## src/pio_ctrl_consts.vh

```
// Summary of operation
// - thirty-two lines, one bit per register
// - pull-up enable clears, disable sets status
// - pull-up writes act in any configuration
// - pull-up status resets to zero, pulls on
// - own enable/disable set/clear controller ownership
// - unmuxed lines ignore ownership writes, read one
// - ownership reset value is per-line parameter
// - A-select clears, B-select sets choice bit
// - choice steers output only, input to both
// - choice status resets to zero, peripheral A
// - choice writes apply regardless of ownership
// - peripheral-owned pin driven by chosen peripheral
// - output enable/disable set/clear drive status
// - set/clear output data sets/clears level
// - drive and level update under peripheral ownership
// - direct data write changes only masked bits
// - mask enable/disable set/clear, resets zero
// - register writes need no sampling enable
// - sampling and change flags only when enabled
// - change sets flag, masked OR, read clears
// - level status holds last sample when stopped
// - multi-drive line only pulls low, else released
`ifndef PARALLEL_IO_CTRL_CONSTS_VH
`define PARALLEL_IO_CTRL_CONSTS_VH

// -----------------------------------------------------------------------
// register byte offsets
// -----------------------------------------------------------------------
`define OFS_OWN_EN      8'h00
`define OFS_OWN_DIS     8'h04
`define OFS_OWN_STAT    8'h08
`define OFS_OUT_EN      8'h10
`define OFS_OUT_DIS     8'h14
`define OFS_OUT_STAT    8'h18
`define OFS_SET_DATA    8'h30
`define OFS_CLR_DATA    8'h34
`define OFS_DATA_STAT   8'h38
`define OFS_PIN_LEVEL   8'h3C
`define OFS_IRQ_EN      8'h40
`define OFS_IRQ_DIS     8'h44
`define OFS_IRQ_MASK    8'h48
`define OFS_IRQ_STAT    8'h4C
`define OFS_MD_EN       8'h50
`define OFS_MD_DIS      8'h54
`define OFS_MD_STAT     8'h58
`define OFS_PU_DIS      8'h60
`define OFS_PU_EN       8'h64
`define OFS_PU_STAT     8'h68
`define OFS_SEL_A       8'h70
`define OFS_SEL_B       8'h74
`define OFS_SEL_STAT    8'h78
`define OFS_WM_EN       8'hA0
`define OFS_WM_DIS      8'hA4
`define OFS_WM_STAT     8'hA8

// -----------------------------------------------------------------------
// reset values and responses
// -----------------------------------------------------------------------
`define RST_ZERO        32'h00000000
`define RST_OWN         32'hFFFFFFFF
`define MUX_LINES       32'hFFFFFFFF
`define RESP_OKAY       2'h0
`define RESP_SLVERR     2'h2

`endif

```

## src/parallel_io_ctrl.v

```verilog
// The AXI4-Lite register port and the address map were chosen for this implementation.
`timescale 1ns/100ps
`include "pio_ctrl_consts.vh"

module parallel_io_ctrl #(
	parameter [31:0] MUX_LINES_P = `MUX_LINES, // lines with a peripheral
	parameter [31:0] OWN_RESET_P = `RST_OWN    // ownership reset per line
) (
	// clock and reset
	input  wire        REF_CLK_I,
	input  wire        RESET_N_I,
	// sampling clock enable from the power manager
	input  wire        CLK_EN_I,
	// axi4-lite write address and data
	input  wire        AXI_AWVALID_I,
	output wire        AXI_AWREADY_O,
	input  wire [7:0]  AXI_AWADDR_I,
	input  wire        AXI_WVALID_I,
	output wire        AXI_WREADY_O,
	input  wire [31:0] AXI_WDATA_I,
	input  wire [3:0]  AXI_WSTRB_I,
	// axi4-lite write response
	output wire        AXI_BVALID_O,
	input  wire        AXI_BREADY_I,
	output wire [1:0]  AXI_BRESP_O,
	// axi4-lite read
	input  wire        AXI_ARVALID_I,
	output wire        AXI_ARREADY_O,
	input  wire [7:0]  AXI_ARADDR_I,
	output wire        AXI_RVALID_O,
	input  wire        AXI_RREADY_I,
	output wire [31:0] AXI_RDATA_O,
	output wire [1:0]  AXI_RRESP_O,
	// pads
	input  wire [31:0] PIN_IN_I,
	output wire [31:0] PIN_OUT_O,
	output wire [31:0] PIN_OE_O,
	output wire [31:0] PULLUP_EN_O,
	// peripheral a
	input  wire [31:0] PERA_OUT_I,
	input  wire [31:0] PERA_OE_I,
	output wire [31:0] PERA_IN_O,
	// peripheral b
	input  wire [31:0] PERB_OUT_I,
	input  wire [31:0] PERB_OE_I,
	output wire [31:0] PERB_IN_O,
	// change interrupt
	output wire        IRQ_O
);

	// -------------------------------------------------------------------
	// state
	// -------------------------------------------------------------------
	reg        awready_q;     // write address slot free
	reg        wready_q;      // write data slot free
	reg        bvalid_q;      // write response pending
	reg [1:0]  bresp_q;       // write response code
	reg        arready_q;     // read slot free
	reg        rvalid_q;      // read data pending
	reg [31:0] rdata_q;       // read data
	reg [1:0]  rresp_q;       // read response code
	reg [7:0]  waddr_q;       // held write address
	reg [31:0] wdata_q;       // held write data
	reg [3:0]  wstrb_q;       // held byte strobes

	reg [31:0] own_q;         // ctrl_own_status raw bits
	reg [31:0] choice_q;      // periph_choice_status
	reg [31:0] oen_q;         // out_enable_status
	reg [31:0] odata_q;       // out_data_status
	reg [31:0] wmask_q;       // sync_write_mask_status
	reg [31:0] puoff_q;       // pullup_off_status
	reg [31:0] md_q;          // multidrive status
	reg [31:0] imask_q;       // change_irq_mask
	reg [31:0] istat_q;       // change_irq_status
	reg [31:0] level_q;       // pin_level_status

	reg [31:0] pin_out_q;     // registered pad level
	reg [31:0] pin_oe_q;      // registered pad enable
	reg [31:0] pera_in_q;     // pad level to peripheral a
	reg [31:0] perb_in_q;     // pad level to peripheral b
	reg        irq_q;         // registered interrupt line
	reg [31:0] pullup_en_q;   // registered pull-up enables

	// -------------------------------------------------------------------
	// write decode helpers
	// -------------------------------------------------------------------
	wire        do_write;     // both halves held, response slot free
	wire [31:0] bmask;        // byte lanes expanded to bits
	wire [31:0] wv;           // data with disabled lanes zeroed
	wire        do_read;      // read address accepted this cycle
	wire        rd_istat;     // read of the change status register

	assign do_write = !awready_q && !wready_q && !bvalid_q;
	assign bmask    = {{8{wstrb_q[3]}}, {8{wstrb_q[2]}},
	                   {8{wstrb_q[1]}}, {8{wstrb_q[0]}}};
	assign wv       = wdata_q & bmask;
	assign do_read  = AXI_ARVALID_I && arready_q;
	assign rd_istat = do_read && (AXI_ARADDR_I == `OFS_IRQ_STAT);

	// per-register write strobes
	wire w_own_en  = do_write && (waddr_q == `OFS_OWN_EN);
	wire w_own_dis = do_write && (waddr_q == `OFS_OWN_DIS);
	wire w_out_en  = do_write && (waddr_q == `OFS_OUT_EN);
	wire w_out_dis = do_write && (waddr_q == `OFS_OUT_DIS);
	wire w_set     = do_write && (waddr_q == `OFS_SET_DATA);
	wire w_clr     = do_write && (waddr_q == `OFS_CLR_DATA);
	wire w_direct  = do_write && (waddr_q == `OFS_DATA_STAT);
	wire w_irq_en  = do_write && (waddr_q == `OFS_IRQ_EN);
	wire w_irq_dis = do_write && (waddr_q == `OFS_IRQ_DIS);
	wire w_md_en   = do_write && (waddr_q == `OFS_MD_EN);
	wire w_md_dis  = do_write && (waddr_q == `OFS_MD_DIS);
	wire w_pu_dis  = do_write && (waddr_q == `OFS_PU_DIS);
	wire w_pu_en   = do_write && (waddr_q == `OFS_PU_EN);
	wire w_sel_a   = do_write && (waddr_q == `OFS_SEL_A);
	wire w_sel_b   = do_write && (waddr_q == `OFS_SEL_B);
	wire w_wm_en   = do_write && (waddr_q == `OFS_WM_EN);
	wire w_wm_dis  = do_write && (waddr_q == `OFS_WM_DIS);

	// unmuxed lines always report controller ownership
	wire [31:0] own_eff = own_q | ~MUX_LINES_P;

	// level change between two successive samples
	wire [31:0] change = CLK_EN_I ? (PIN_IN_I ^ level_q) :
	                     `RST_ZERO;

	// -------------------------------------------------------------------
	// axi write channel: address and data taken in either order
	// -------------------------------------------------------------------
	always @(posedge REF_CLK_I) begin
		if (!RESET_N_I) begin
			awready_q <= 1'b1;
			wready_q  <= 1'b1;
			bvalid_q  <= 1'b0;
			bresp_q   <= `RESP_OKAY;
			waddr_q   <= 8'h00;
			wdata_q   <= `RST_ZERO;
			wstrb_q   <= 4'h0;
		end else begin
			// hold the address until the write is carried out
			if (AXI_AWVALID_I && awready_q) begin
				waddr_q   <= AXI_AWADDR_I;
				awready_q <= 1'b0;
			end
			// hold the data likewise
			if (AXI_WVALID_I && wready_q) begin
				wdata_q  <= AXI_WDATA_I;
				wstrb_q  <= AXI_WSTRB_I;
				wready_q <= 1'b0;
			end
			// respond once both halves are in hand
			if (do_write) begin
				bvalid_q <= 1'b1;
				bresp_q  <= wr_known(waddr_q) ? `RESP_OKAY : `RESP_SLVERR;
			end
			// slots reopen only after the response is taken
			if (bvalid_q && AXI_BREADY_I) begin
				bvalid_q  <= 1'b0;
				awready_q <= 1'b1;
				wready_q  <= 1'b1;
			end
		end
	end

	// writable offsets; status registers other than direct data are
	// read-only and answer an error on write
	function wr_known;
		input [7:0] a;
		begin
			wr_known = (a == `OFS_OWN_EN)  || (a == `OFS_OWN_DIS) ||
			           (a == `OFS_OUT_EN)  || (a == `OFS_OUT_DIS) ||
			           (a == `OFS_SET_DATA) || (a == `OFS_CLR_DATA) ||
			           (a == `OFS_DATA_STAT) || (a == `OFS_IRQ_EN) ||
			           (a == `OFS_IRQ_DIS) || (a == `OFS_MD_EN) ||
			           (a == `OFS_MD_DIS)  || (a == `OFS_PU_DIS) ||
			           (a == `OFS_PU_EN)   || (a == `OFS_SEL_A) ||
			           (a == `OFS_SEL_B)   || (a == `OFS_WM_EN) ||
			           (a == `OFS_WM_DIS);
		end
	endfunction

	// -------------------------------------------------------------------
	// configuration registers: set/clear pairs, zero bits untouched; direct data write sets and clears masked bits
	// -------------------------------------------------------------------
	// writes here never look at CLK_EN_I, so configuration works with
	// the sampling clock stopped
	always @(posedge REF_CLK_I) begin
		if (!RESET_N_I) begin
			own_q    <= OWN_RESET_P;
			choice_q <= `RST_ZERO;
			oen_q    <= `RST_ZERO;
			odata_q  <= `RST_ZERO;
			wmask_q  <= `RST_ZERO;
			puoff_q  <= `RST_ZERO;
			md_q     <= `RST_ZERO;
			imask_q  <= `RST_ZERO;
		end else begin
			// ownership only moves on muxed lines
			if (w_own_en)
				own_q <= own_q | (wv & MUX_LINES_P);
			else if (w_own_dis)
				own_q <= own_q & ~(wv & MUX_LINES_P);
			// peripheral choice whatever the ownership
			if (w_sel_b)
				choice_q <= choice_q | wv;
			else if (w_sel_a)
				choice_q <= choice_q & ~wv;
			// drive status kept even under peripheral ownership
			if (w_out_en)
				oen_q <= oen_q | wv;
			else if (w_out_dis)
				oen_q <= oen_q & ~wv;
			// output level: set, clear, or masked direct write
			if (w_set)
				odata_q <= odata_q | wv;
			else if (w_clr)
				odata_q <= odata_q & ~wv;
			else if (w_direct)
				odata_q <= (odata_q & ~(wmask_q & bmask)) |
				           (wdata_q & wmask_q & bmask);
			// direct-write mask
			if (w_wm_en)
				wmask_q <= wmask_q | wv;
			else if (w_wm_dis)
				wmask_q <= wmask_q & ~wv;
			// pull-up: status one means pull-up off
			if (w_pu_dis)
				puoff_q <= puoff_q | wv;
			else if (w_pu_en)
				puoff_q <= puoff_q & ~wv;
			// open-drain selection
			if (w_md_en)
				md_q <= md_q | wv;
			else if (w_md_dis)
				md_q <= md_q & ~wv;
			// change interrupt mask
			if (w_irq_en)
				imask_q <= imask_q | wv;
			else if (w_irq_dis)
				imask_q <= imask_q & ~wv;
		end
	end

	// -------------------------------------------------------------------
	// sampling, change flags and interrupt
	// -------------------------------------------------------------------
	// a change seen in the same cycle as the clearing read survives
	always @(posedge REF_CLK_I) begin
		if (!RESET_N_I) begin
			level_q <= `RST_ZERO;
			istat_q <= `RST_ZERO;
			irq_q   <= 1'b0;
		end else begin
			// level status freezes while sampling is stopped
			if (CLK_EN_I)
				level_q <= PIN_IN_I;
			// read clears all, a new change wins
			if (rd_istat)
				istat_q <= change;
			else
				istat_q <= istat_q | change;
			// masked OR; gated so nothing rises while stopped
			irq_q <= CLK_EN_I &&
			         |((rd_istat ? change : (istat_q | change)) &
			           imask_q);
		end
	end

	// -------------------------------------------------------------------
	// pad and peripheral multiplexing
	// -------------------------------------------------------------------
	// peripheral side chosen bit by bit
	wire [31:0] per_oe  = (choice_q & PERB_OE_I) |
	                      (~choice_q & PERA_OE_I);
	wire [31:0] per_out = (choice_q & PERB_OUT_I) |
	                      (~choice_q & PERA_OUT_I);
	// owner picks drive and level
	wire [31:0] src_oe  = (own_eff & oen_q) | (~own_eff & per_oe);
	wire [31:0] src_out = (own_eff & odata_q) | (~own_eff & per_out);

	// registered pads; open-drain lines drive only a low
	always @(posedge REF_CLK_I) begin
		if (!RESET_N_I) begin
			pin_out_q <= `RST_ZERO;
			pin_oe_q  <= `RST_ZERO;
			pera_in_q <= `RST_ZERO;
			perb_in_q <= `RST_ZERO;
			pullup_en_q <= 32'hFFFFFFFF;
		end else begin
			pin_oe_q  <= (md_q & src_oe & ~src_out) |
			             (~md_q & src_oe);
			pin_out_q <= ~md_q & src_out;
			// input goes to both peripherals, unfiltered
			pera_in_q <= PIN_IN_I;
			perb_in_q <= PIN_IN_I;
			// pull-ups follow the status one cycle late, like the pads,
			// so the pin stays a clean flip-flop output
			pullup_en_q <= ~puoff_q;
		end
	end

	// -------------------------------------------------------------------
	// axi read channel
	// -------------------------------------------------------------------
	reg [31:0] rd_val;      // decoded read value
	reg        rd_ok;       // address is mapped
	always @* begin
		rd_val = `RST_ZERO;
		rd_ok  = 1'b1;
		// set/clear registers fall to the wr_known branch and read zero
		if (AXI_ARADDR_I == `OFS_OWN_STAT)
			rd_val = own_eff;
		else if (AXI_ARADDR_I == `OFS_OUT_STAT)
			rd_val = oen_q;
		else if (AXI_ARADDR_I == `OFS_DATA_STAT)
			rd_val = odata_q;
		else if (AXI_ARADDR_I == `OFS_PIN_LEVEL)
			rd_val = level_q;
		else if (AXI_ARADDR_I == `OFS_IRQ_MASK)
			rd_val = imask_q;
		else if (AXI_ARADDR_I == `OFS_IRQ_STAT)
			rd_val = istat_q;
		else if (AXI_ARADDR_I == `OFS_MD_STAT)
			rd_val = md_q;
		else if (AXI_ARADDR_I == `OFS_PU_STAT)
			rd_val = puoff_q;
		else if (AXI_ARADDR_I == `OFS_SEL_STAT)
			rd_val = choice_q;
		else if (AXI_ARADDR_I == `OFS_WM_STAT)
			rd_val = wmask_q;
		else if (wr_known(AXI_ARADDR_I))
			rd_val = `RST_ZERO;
		else
			rd_ok = 1'b0;
	end

	// one read in flight; data one cycle after address
	always @(posedge REF_CLK_I) begin
		if (!RESET_N_I) begin
			arready_q <= 1'b1;
			rvalid_q  <= 1'b0;
			rdata_q   <= `RST_ZERO;
			rresp_q   <= `RESP_OKAY;
		end else begin
			if (do_read) begin
				rdata_q   <= rd_val;
				rresp_q   <= rd_ok ? `RESP_OKAY : `RESP_SLVERR;
				rvalid_q  <= 1'b1;
				arready_q <= 1'b0;
			end else if (rvalid_q && AXI_RREADY_I) begin
				rvalid_q  <= 1'b0;
				arready_q <= 1'b1;
			end
		end
	end

	// -------------------------------------------------------------------
	// outputs, all from flip-flops; one bit per line throughout
	// -------------------------------------------------------------------
	assign AXI_AWREADY_O = awready_q;
	assign AXI_WREADY_O  = wready_q;
	assign AXI_BVALID_O  = bvalid_q;
	assign AXI_BRESP_O   = bresp_q;
	assign AXI_ARREADY_O = arready_q;
	assign AXI_RVALID_O  = rvalid_q;
	assign AXI_RDATA_O   = rdata_q;
	assign AXI_RRESP_O   = rresp_q;
	assign PIN_OUT_O     = pin_out_q;
	assign PIN_OE_O      = pin_oe_q;
	assign PULLUP_EN_O   = pullup_en_q;
	assign PERA_IN_O     = pera_in_q;
	assign PERB_IN_O     = perb_in_q;
	assign IRQ_O         = irq_q;

endmodule

```

## config.mk

```make
export PLATFORM = sky130hd
export DESIGN_NAME = parallel_io_ctrl
export DESIGN_NICKNAME = d
export VERILOG_FILES = /design/src/parallel_io_ctrl.v
export VERILOG_INCLUDE_DIRS = /design/src /design/src/src
export SDC_FILE = /design/constraint.sdc
export NUM_CORES = 1
export LEC_CHECK = 0
export BUFFER_PORTS_ARGS = -buffer_cell sky130_fd_sc_hd__buf_2
export CAP_MARGIN = 0
export CORE_UTILIZATION = 41
export CTS_CLUSTER_DIAMETER = 150
export DETAILED_ROUTE_END_ITERATION = 10
export GPL_ROUTABILITY_DRIVEN = 0
export PLACE_DENSITY_LB_ADDON = 0.2
export SKIP_CTS_REPAIR_TIMING = 1
export SLEW_MARGIN = 30
export SYNTH_ARGS = -nofsm -noshare
export SYNTH_HDL_FRONTEND = slang
export SYNTH_SLANG_ARGS = --single-unit
```

## constraint.sdc

```tcl
create_clock -name REF_CLK_I -period 6.37 [get_ports REF_CLK_I]
set_input_delay 0.637 -clock REF_CLK_I [delete_from_list [all_inputs] [get_ports REF_CLK_I]]
set_output_delay 0.637 -clock REF_CLK_I [all_outputs]
set_load 0.02 [all_outputs]
```

# Yosys cells after proc, flatten, opt, wreduce, memory -nomap -nowiden
# Index checks and enable logic that the tools add are counted.
dict set report totals {
  reg_bits 534
  latchBits 0
  ram_bits 0
  rom_bits 0
  inputBits 220
  output_inout_bits 202
  memories 0
}
dict set report classes {
  add_sub_neg 0
  mul 0
  div 0
  magnitude_cmp 0
  n_eq_ne 41
  shifts 0
  n_mux 46
  bitwise_logic 50
  reduce_logical 74
}
# op n
set op_table {}
lappend op_table {{2-to-1 mux 32 bit} 29}
lappend op_table {{bitwise AND 32 bit} 26}
lappend op_table {{bitwise OR 32 bit} 15}
lappend op_table {{inverter 32 bit} 7}
lappend op_table {{equality test 8 x 7 -> 1 bit (second input constant)} 21}
lappend op_table {{equality test 8 x 6 -> 1 bit (second input constant)} 7}
lappend op_table {{equality test 8 x 5 -> 1 bit (second input constant)} 5}
lappend op_table {{equality test 8 bit (second input constant)} 5}
lappend op_table {{logical OR 1 bit} 32}
lappend op_table {{OR reduction 32 bit} 1}
lappend op_table {{XOR 32 bit} 1}
lappend op_table {{logical AND 1 bit} 26}
lappend op_table {{equality test 8 x 3 -> 1 bit (second input constant)} 2}
lappend op_table {{zero test 8 bit} 2}
lappend op_table {{nonzero test 2 bit} 8}
lappend op_table {{2-to-1 mux 1 bit} 15}
lappend op_table {{equality test 8 x 4 -> 1 bit (second input constant)} 1}
lappend op_table {{2-to-1 mux 2 bit} 2}
lappend op_table {{zero test 1 bit} 3}
lappend op_table {{nonzero test 3 bit} 1}
lappend op_table {{OR reduction 2 bit} 1}
lappend op_table {{inverter 1 bit} 1}

# Longest topological paths before layout
# Gate-level depths: netlist of run 1.
dict set report logic_depth {
  ltp_word 29
  mapped_depth 9
  ltp_nobuf 5
}

# Least setup slack after synthesis of run 1
# OpenSTA, ideal clock, no wires.
dict set report synth_path {
  path_kind {input port to flip-flop}
  start {input AXI_ARADDR_I[2]}
  end {register rdata_q[23] (netlist: AXI_RDATA_O[23])}
  t_arrival_ns 2.644
  slack_ns 3.598
  cell_stages 9
  path_buffers 4
  cell_sequence {buf_6 or4b_4 buf_6 or4b_4 or2_1 buf_6 buf_6 o221ai_2 a21oi_1}
}
dict set report synth_via {
  elab_chain_cells 11
}
# element line
set synth_lines {}
lappend synth_lines {{start, declared} parallel_io_ctrl.v:29} ;# input wire [7:0] AXI_ARADDR_I,
lappend synth_lines {{equality test 8 bit (no source line)} --}
lappend synth_lines {{2-to-1 mux 32 bit} parallel_io_ctrl.v:328} ;# else if (AXI_ARADDR_I == `OFS_WM_STAT)
lappend synth_lines {{2-to-1 mux 32 bit} parallel_io_ctrl.v:326} ;# else if (AXI_ARADDR_I == `OFS_SEL_STAT)
lappend synth_lines {{2-to-1 mux 32 bit} parallel_io_ctrl.v:324} ;# else if (AXI_ARADDR_I == `OFS_PU_STAT)
lappend synth_lines {{2-to-1 mux 32 bit} parallel_io_ctrl.v:322} ;# else if (AXI_ARADDR_I == `OFS_MD_STAT)
lappend synth_lines {{2-to-1 mux 32 bit} parallel_io_ctrl.v:320} ;# else if (AXI_ARADDR_I == `OFS_IRQ_STAT)
lappend synth_lines {{2-to-1 mux 32 bit} parallel_io_ctrl.v:318} ;# else if (AXI_ARADDR_I == `OFS_IRQ_MASK)
lappend synth_lines {{2-to-1 mux 32 bit} parallel_io_ctrl.v:316} ;# else if (AXI_ARADDR_I == `OFS_PIN_LEVEL)
lappend synth_lines {{2-to-1 mux 32 bit} parallel_io_ctrl.v:314} ;# else if (AXI_ARADDR_I == `OFS_DATA_STAT)
lappend synth_lines {{2-to-1 mux 32 bit} parallel_io_ctrl.v:312} ;# else if (AXI_ARADDR_I == `OFS_OUT_STAT)
lappend synth_lines {{2-to-1 mux 32 bit *} parallel_io_ctrl.v:310} ;# if (AXI_ARADDR_I == `OFS_OWN_STAT)
lappend synth_lines {{end signal, assigned} parallel_io_ctrl.v:341} ;# rdata_q <= `RST_ZERO;
lappend synth_lines {{end signal, assigned} parallel_io_ctrl.v:345} ;# rdata_q <= rd_val;
lappend synth_lines {{end, declared} parallel_io_ctrl.v:60} ;# reg [31:0] rdata_q;
# Every way passes the cells marked *; elsewhere a longest branch is shown, timed or not.
# A chain may end at the register's enable or synchronous reset.

# Final worst setup path of run 1
dict set report layout_path {
  start {register waddr_q[2]}
  end {register odata_q[23]}
}
dict set report layout_via {
  elab_chain_cells 4
}
# element line
set layout_lines {}
lappend layout_lines {{start, declared} parallel_io_ctrl.v:62} ;# reg [7:0] waddr_q;
lappend layout_lines {{start signal, assigned} parallel_io_ctrl.v:135} ;# waddr_q <= 8'h00;
lappend layout_lines {{start signal, assigned} parallel_io_ctrl.v:141} ;# waddr_q <= AXI_AWADDR_I;
lappend layout_lines {{equality test 8 x 6 -> 1 bit (no source line)} --}
lappend layout_lines {{logical AND 1 bit} parallel_io_ctrl.v:106} ;# wire w_clr = do_write && (waddr_q == `OFS_CLR_DATA);
lappend layout_lines {{2-to-1 mux 32 bit} parallel_io_ctrl.v:215} ;# else if (w_clr)
lappend layout_lines {{2-to-1 mux 32 bit} parallel_io_ctrl.v:213} ;# if (w_set)
lappend layout_lines {{end signal, assigned} parallel_io_ctrl.v:214} ;# odata_q <= odata_q | wv;
lappend layout_lines {{end signal, assigned} parallel_io_ctrl.v:216} ;# odata_q <= odata_q & ~wv;
lappend layout_lines {{end signal, assigned} parallel_io_ctrl.v:218} ;# odata_q <= (odata_q & ~(wmask_q & bmask)) |
lappend layout_lines {{end, declared} parallel_io_ctrl.v:69} ;# reg [31:0] odata_q;
# Several ways; a longest one is shown, not always the timed one.

==> qor.csv, run 1 <==
stage,metric,value,unit
global_routing,grt_usage,0.3168,
global_routing,antenna_found_initial,4,
die,die_y,247.9,µm
global_routing,grt_max_degree,159,
global_routing,grt_util_met2,0.4791,
power,pwr-share-clk,0.458,
sta,period_share,0.5343,
synth,yosys_warnings,0,
power,peakVddDrop,189.9,µV
die,rows,89,
synth,synth_ff_type,dfxtp_1,
critical_path,crit_family,compound AO/OA/AOI/OAI gates,
power,leakage,0.01068,µW
power,p_switching,1995,µW
critical_path,cp_cell_sequence,"inv_1, buf_4, a2111oi_2, nand2_1, a32oi_1, a31oi_1",
sta,clock.fmax,293.8,MHz
power,seqPwrFrac,0.458,
die,core,59350,µm²
routing,drtAntennaViolNets,0,
finish,syn_to_final_growth,16.87,%
placement,dp_hpwl,66.15,mm
critical_path,start_kind,register,
clocking,clock-sinks,532,
sta,setup_viol,0,
clocking,worstSkewPairLatency,650,ps
critical_path,crit_fanout,82,
critical_path,crit_buf_inv,2,
die,die_area,61470,µm²
finish,final_common_cell,dfxtp_1,
clocking,clock_path_buffers,3,
synth,synth_cell_types,59,
finish,utilization,0.4883,
global_routing,grt_pass1_wl,147.9,mm
run_status,status,finished clean,
clocking,clk_pin_slew_worst_paths,60,ps
placement,port_buffers,419,
routing,firstDrtPassIters,6,
synth,syn_area,24800,µm²
global_routing,grt_pass1_vias,23860,
clocking,cts_tree,yes,
sta,tns,0,ps
synth,yosysTopAreaCell,dfxtp_1,
power,powerDensity,265.1,nW/µm²
routing,detail_route.vias_per_cell,6.296,
die,die_x,247.9,µm
clocking,cts_htree_levels,2,
power,switching_share,0.2597,
clocking,cts_buffers,56,
routing,drtIter0Drc,3347,
sta,grt_setup_unrepaired,false,
run,cap_violations,0,
routing,via_count,25440,
routing,wl_per_cell,24.90,µm
finish,final_cell_mix,"531 x dfxtp_1, 451 x a21oi_1, 417 x buf_2",
critical_path,slowest_delay,930,ps
power,internal-power,5687,µW
power,p_comb_frac,0.084,
die,start_util,0.4178,
critical_path,crit_slowest_cell,dfxtp_4,
clocking,cts-root-buf,clkbuf_16,
synth,synth-edff-count,0,
worst_hold_path,hold_path.class,in2reg,
critical_path,critPathArrivalTime,3860,ps
sta,clock_skew,40.95,ps
critical_path,required,6830,ps
die,pin_count,422,
finish,drive_gt1_frac,0.1809,
synth,async_reset_ff_frac,0,
sta,slew_viol_final,0,
synth,synth.ff_latch_count,532,
critical_path,critPathCaptureType,register,
finish,layout.nets,3442,
global_routing,met3_usage,0.07623,
global_routing,grt-ovfl-total,0,
synth,synth_seq_area_share,0.4295,
synth,yosysTopAreaCellShare,0.4295,
synth,synthCells,3015,
global_routing,top_usage_layer,met2,
routing,finalWirelength,100.6,mm
sta,min_period,3403,ps
global_routing,grtUsageMet1,0.4281,
sta,max_slew_margin,0.2823,
synth,synth.area.top_cells,"dfxtp_1 43%, a21oi_1 9.1%, mux2i_1 5.4%",
sta,final-hold-violation-count,0,
critical_path,path_class,reg2reg,
synth,synth_area_per_cell,8.225,µm²
sta,tightest_slew,1074,ps
routing,drcViolationCount,0,
[cell usage after synthesis, drive strengths merged, types with 30 or more instances]
| cell | number |
|---|---|
| o221ai | 32 |
| mux2i | 133 |
| xor2 | 32 |
| dfxtp | 532 |
| inv | 66 |
| and2 | 35 |
| o21ai | 264 |
| a211oi | 32 |
| a21oi | 451 |
| o311ai | 33 |
| a22oi | 68 |
| nand2 | 253 |
| buf | 61 |
| nor3 | 91 |
| o211a | 34 |
| nor2 | 195 |
| clkbuf | 255 |
| or3 | 156 |
| a32oi | 30 |
| o211ai | 59 |
[power by group through the flow]
stage / logic (µW) / clock network (µW) / registers [µW]
after global routing: 690 / 3670 / 3530
after global placement: 615 / 0 / 3590
after floorplan: 364 / 0 / 3570
after detailed placement: 628 / 0 / 3590
final: 646 / 3510 / 3520
after CTS: 630 / 3530 / 3520
[worst paths after layout]
check	startpoint	to	slack, ps	cells past startpoint
hold / removal	AXI_WDATA_I[13]	wdata_q[13]$_SDFFE_PN0P_	230	3
hold reg to reg	register	PULLUP_EN_O[11]$_SDFF_PN1_	420	1
setup / recovery	waddr_q[2]$_SDFFE_PN0P_	odata_q[23]$_SDFFE_PN0P_	2970	6
setup reg to reg	waddr_q[2]$_SDFFE_PN0P_	odata_q[23]$_SDFFE_PN0P_	2970	6
[kinds of logic (layout without fill, tap and decap cells)]
logic type / Yosys count / after routing / synth area share
buffers and inverters: 382 / 633 / 0.06423
other: 1 / 3 / 0.0001512
flip-flops: 532 / 532 / 0.4295
AND/OR/NAND/NOR: 809 / 809 / 0.1563
multiplexers: 136 / 136 / 0.05505
XOR/XNOR: 33 / 33 / 0.01166
AO/OA/AOI/OAI: 1122 / 1122 / 0.2831
[stage by stage]
step | total power [µW] | hold WS (ps) | area [µm²] | worst slack [ps] | std cells
floorplan | 3932 | 364.6 | 24800 | 3598 | 3016
global route | 7887 | 232.4 | 28980 | 2887 | 4040
global placement | 4201 | 404.8 | 26970 | 2552 | 3934
finish | 7682 | 228.5 | 28980 | 2967 | 4041
detailed placement | 4218 | 408.4 | 26980 | 2499 | 3935
CTS | 7674 | 221.8 | 28930 | 3049 | 4038
[cell type report]
cell class                 instances  area [µm²]
clock inverter                    18       262.8
inverter                          66       255.2
fill                            5670       30370
sequential                       532       10650
multi-input combinational       2102       12660
tap                              773       967.2
timing repair buffer             464        2484
clock buffer                      85        1693
antenna                            1       2.502
[worst reg2reg max path, cell delays in order, from the launching register on]
cell and delay [ps]:
dfxtp_4 930, inv_1 90, buf_4 350, a2111oi_2 850, nand2_1 610, a32oi_1 330
a31oi_1 100
[per-layer routing]
metal,part of all wire,vias to the layer above
met4,0.040,6
met5,0.00031,-
met1,0.41,12110
met2,0.44,1619
li1,-,11410
met3,0.11,300
Note: power is estimated with default switching activity, not from simulation.
==> run 2, diff against run 1 <==
clock period = 3.25 ns   (was 6.37 ns; I/O delays follow)
==> qor.csv, run 2 (synthesized netlist as in run 1, its figures left out) <==
stage,metric,value,unit
sta,grt_setup_unrepaired,false,
global_routing,grt_usage,0.3133,
placement,placed_cell_area,27200,µm²
die,rows,89,
run_status,status,finished with violations,
global_routing,grt-ovfl-total,0,
die,start_util,0.4178,
routing,wl_per_cell,24.46,µm
critical_path,crit_fanout,13,
routing,detail_route.vias_per_cell,6.227,
clocking,worstSkewPairLatency,640,ps
critical_path,required,3700,ps
finish,syn_to_final_growth,19.00,%
finish,final_cell_mix,"531 x dfxtp_1, 451 x a21oi_1, 417 x buf_2",
clocking,clk_pin_slew_worst_paths,60,ps
power,leakage,0.01092,µW
routing,drcViolationCount,0,
die,pin_count,422,
critical_path,path_class,reg2reg,
routing,drtAntennaViolNets,0,
clocking,clock-sinks,532,
placement,dp_hpwl,67.97,mm
finish,layout.nets,3503,
critical_path,critPathArrivalTime,2940,ps
global_routing,grt_max_degree,128,
finish,final_area,29510,µm²
die,die_x,247.9,µm
clocking,cts_tree,yes,
sta,clock.fmax,401.7,MHz
global_routing,antenna_found_initial,6,
clocking,cts_htree_levels,2,
run,cap_violations,0,
sta,hold_ws,-25.95,ps
critical_path,start_kind,register,
power,peakVddDrop,373.9,µV
die,die_area,61470,µm²
die,core,59350,µm²
finish,fin_cells,4099,
sta,tightest_slew,871.4,ps
power,powerDensity,509.3,nW/µm²
routing,firstDrtPassIters,7,
clocking,cts_buffers,57,
placement,port_buffers,419,
sta,clock_skew,35.30,ps
routing,finalWirelength,100.3,mm
worst_hold_path,hold_path.class,in2reg,
sta,setup_viol,0,
global_routing,grt_pass1_wl,146.5,mm
placement,dp.cells,3959,
clocking,clock_path_buffers,3,
finish,final_common_cell,dfxtp_1,
run_status,violations,hold timing,
sta,period_share,0.7660,
clocking,cts-root-buf,clkbuf_16,
sta,max_slew_margin,0.4176,
sta,min_period,2489,ps
routing,drtIter0Drc,3196,
sta,slew_viol_final,0,
finish,drive_gt1_frac,0.1811,
power,p_total,15030,µW
sta,final-hold-violation-count,8,
global_routing,grt_pass1_vias,23580,
critical_path,critPathCaptureType,register,
die,die_y,247.9,µm
routing,via_count,25530,
sta,tns,0,ps
## run 2: per-layer routing
layer | up-vias | share of wire | global-route usage
met5 | - | 0.00027 | 0
met4 | 4 | 0.035 | 0.1119
met3 | 241 | 0.11 | 0.07266
met2 | 1550 | 0.44 | 0.4812
met1 | 12250 | 0.41 | 0.4270
li1 | 11480 | - | -
## run 2: worst paths after layout
path / start / end / slack (ps) / cells after the start
worst max register to register: AXI_AWREADY_O$_SDFFE_PP1P_ / odata_q[23]$_SDFFE_PN0P_ / 760 / 6
worst min register to register: register / PULLUP_EN_O[30]$_SDFF_PN1_ / 410 / 1
worst min-delay path: AXI_BREADY_I / AXI_WREADY_O$_SDFFE_PP1P_ / -30 / 3
worst max-delay path: AXI_AWREADY_O$_SDFFE_PP1P_ / odata_q[23]$_SDFFE_PN0P_ / 760 / 6
## run 2: worst max-delay path, cell delays in order (launching register included)
cell and delay (ps):
dfxtp_1 420, or3_1 480, a2111oi_1 400, buf_4 220, nand2_1 350, a32oi_1 340, a31oi_1 110
## run 2: area by class of cell
| class | instances | area [µm²] |
|---|---|---|
| sequential | 532 | 10650 |
| multi-input combinational | 2102 | 12640 |
| inverter | 66 | 255.2 |
| clock buffer | 84 | 1649 |
| clock inverter | 16 | 271.5 |
| tap | 773 | 967.2 |
| fill | 5574 | 29840 |
| timing repair buffer | 524 | 3064 |
| antenna | 2 | 5.005 |
## run 2: where the power goes
part           internal (µW)  switching, µW
Clock                   4040           2770
Sequential              6690            208
Combinational            445            881
Total                  11200           3850
## run 2: through the flow
stage / hold WS, ps / worst slack (ps) / utilization
floorplan: 364.6 / 790.1 / -
global placement: 402.8 / 566.0 / 0.4582
detailed placement: 404.1 / 605.6 / 0.4582
CTS: -98.12 / 813.0 / 0.4906
global route: 0.4861 / 517.2 / 0.4971
finish: -25.95 / 760.7 / 0.4972
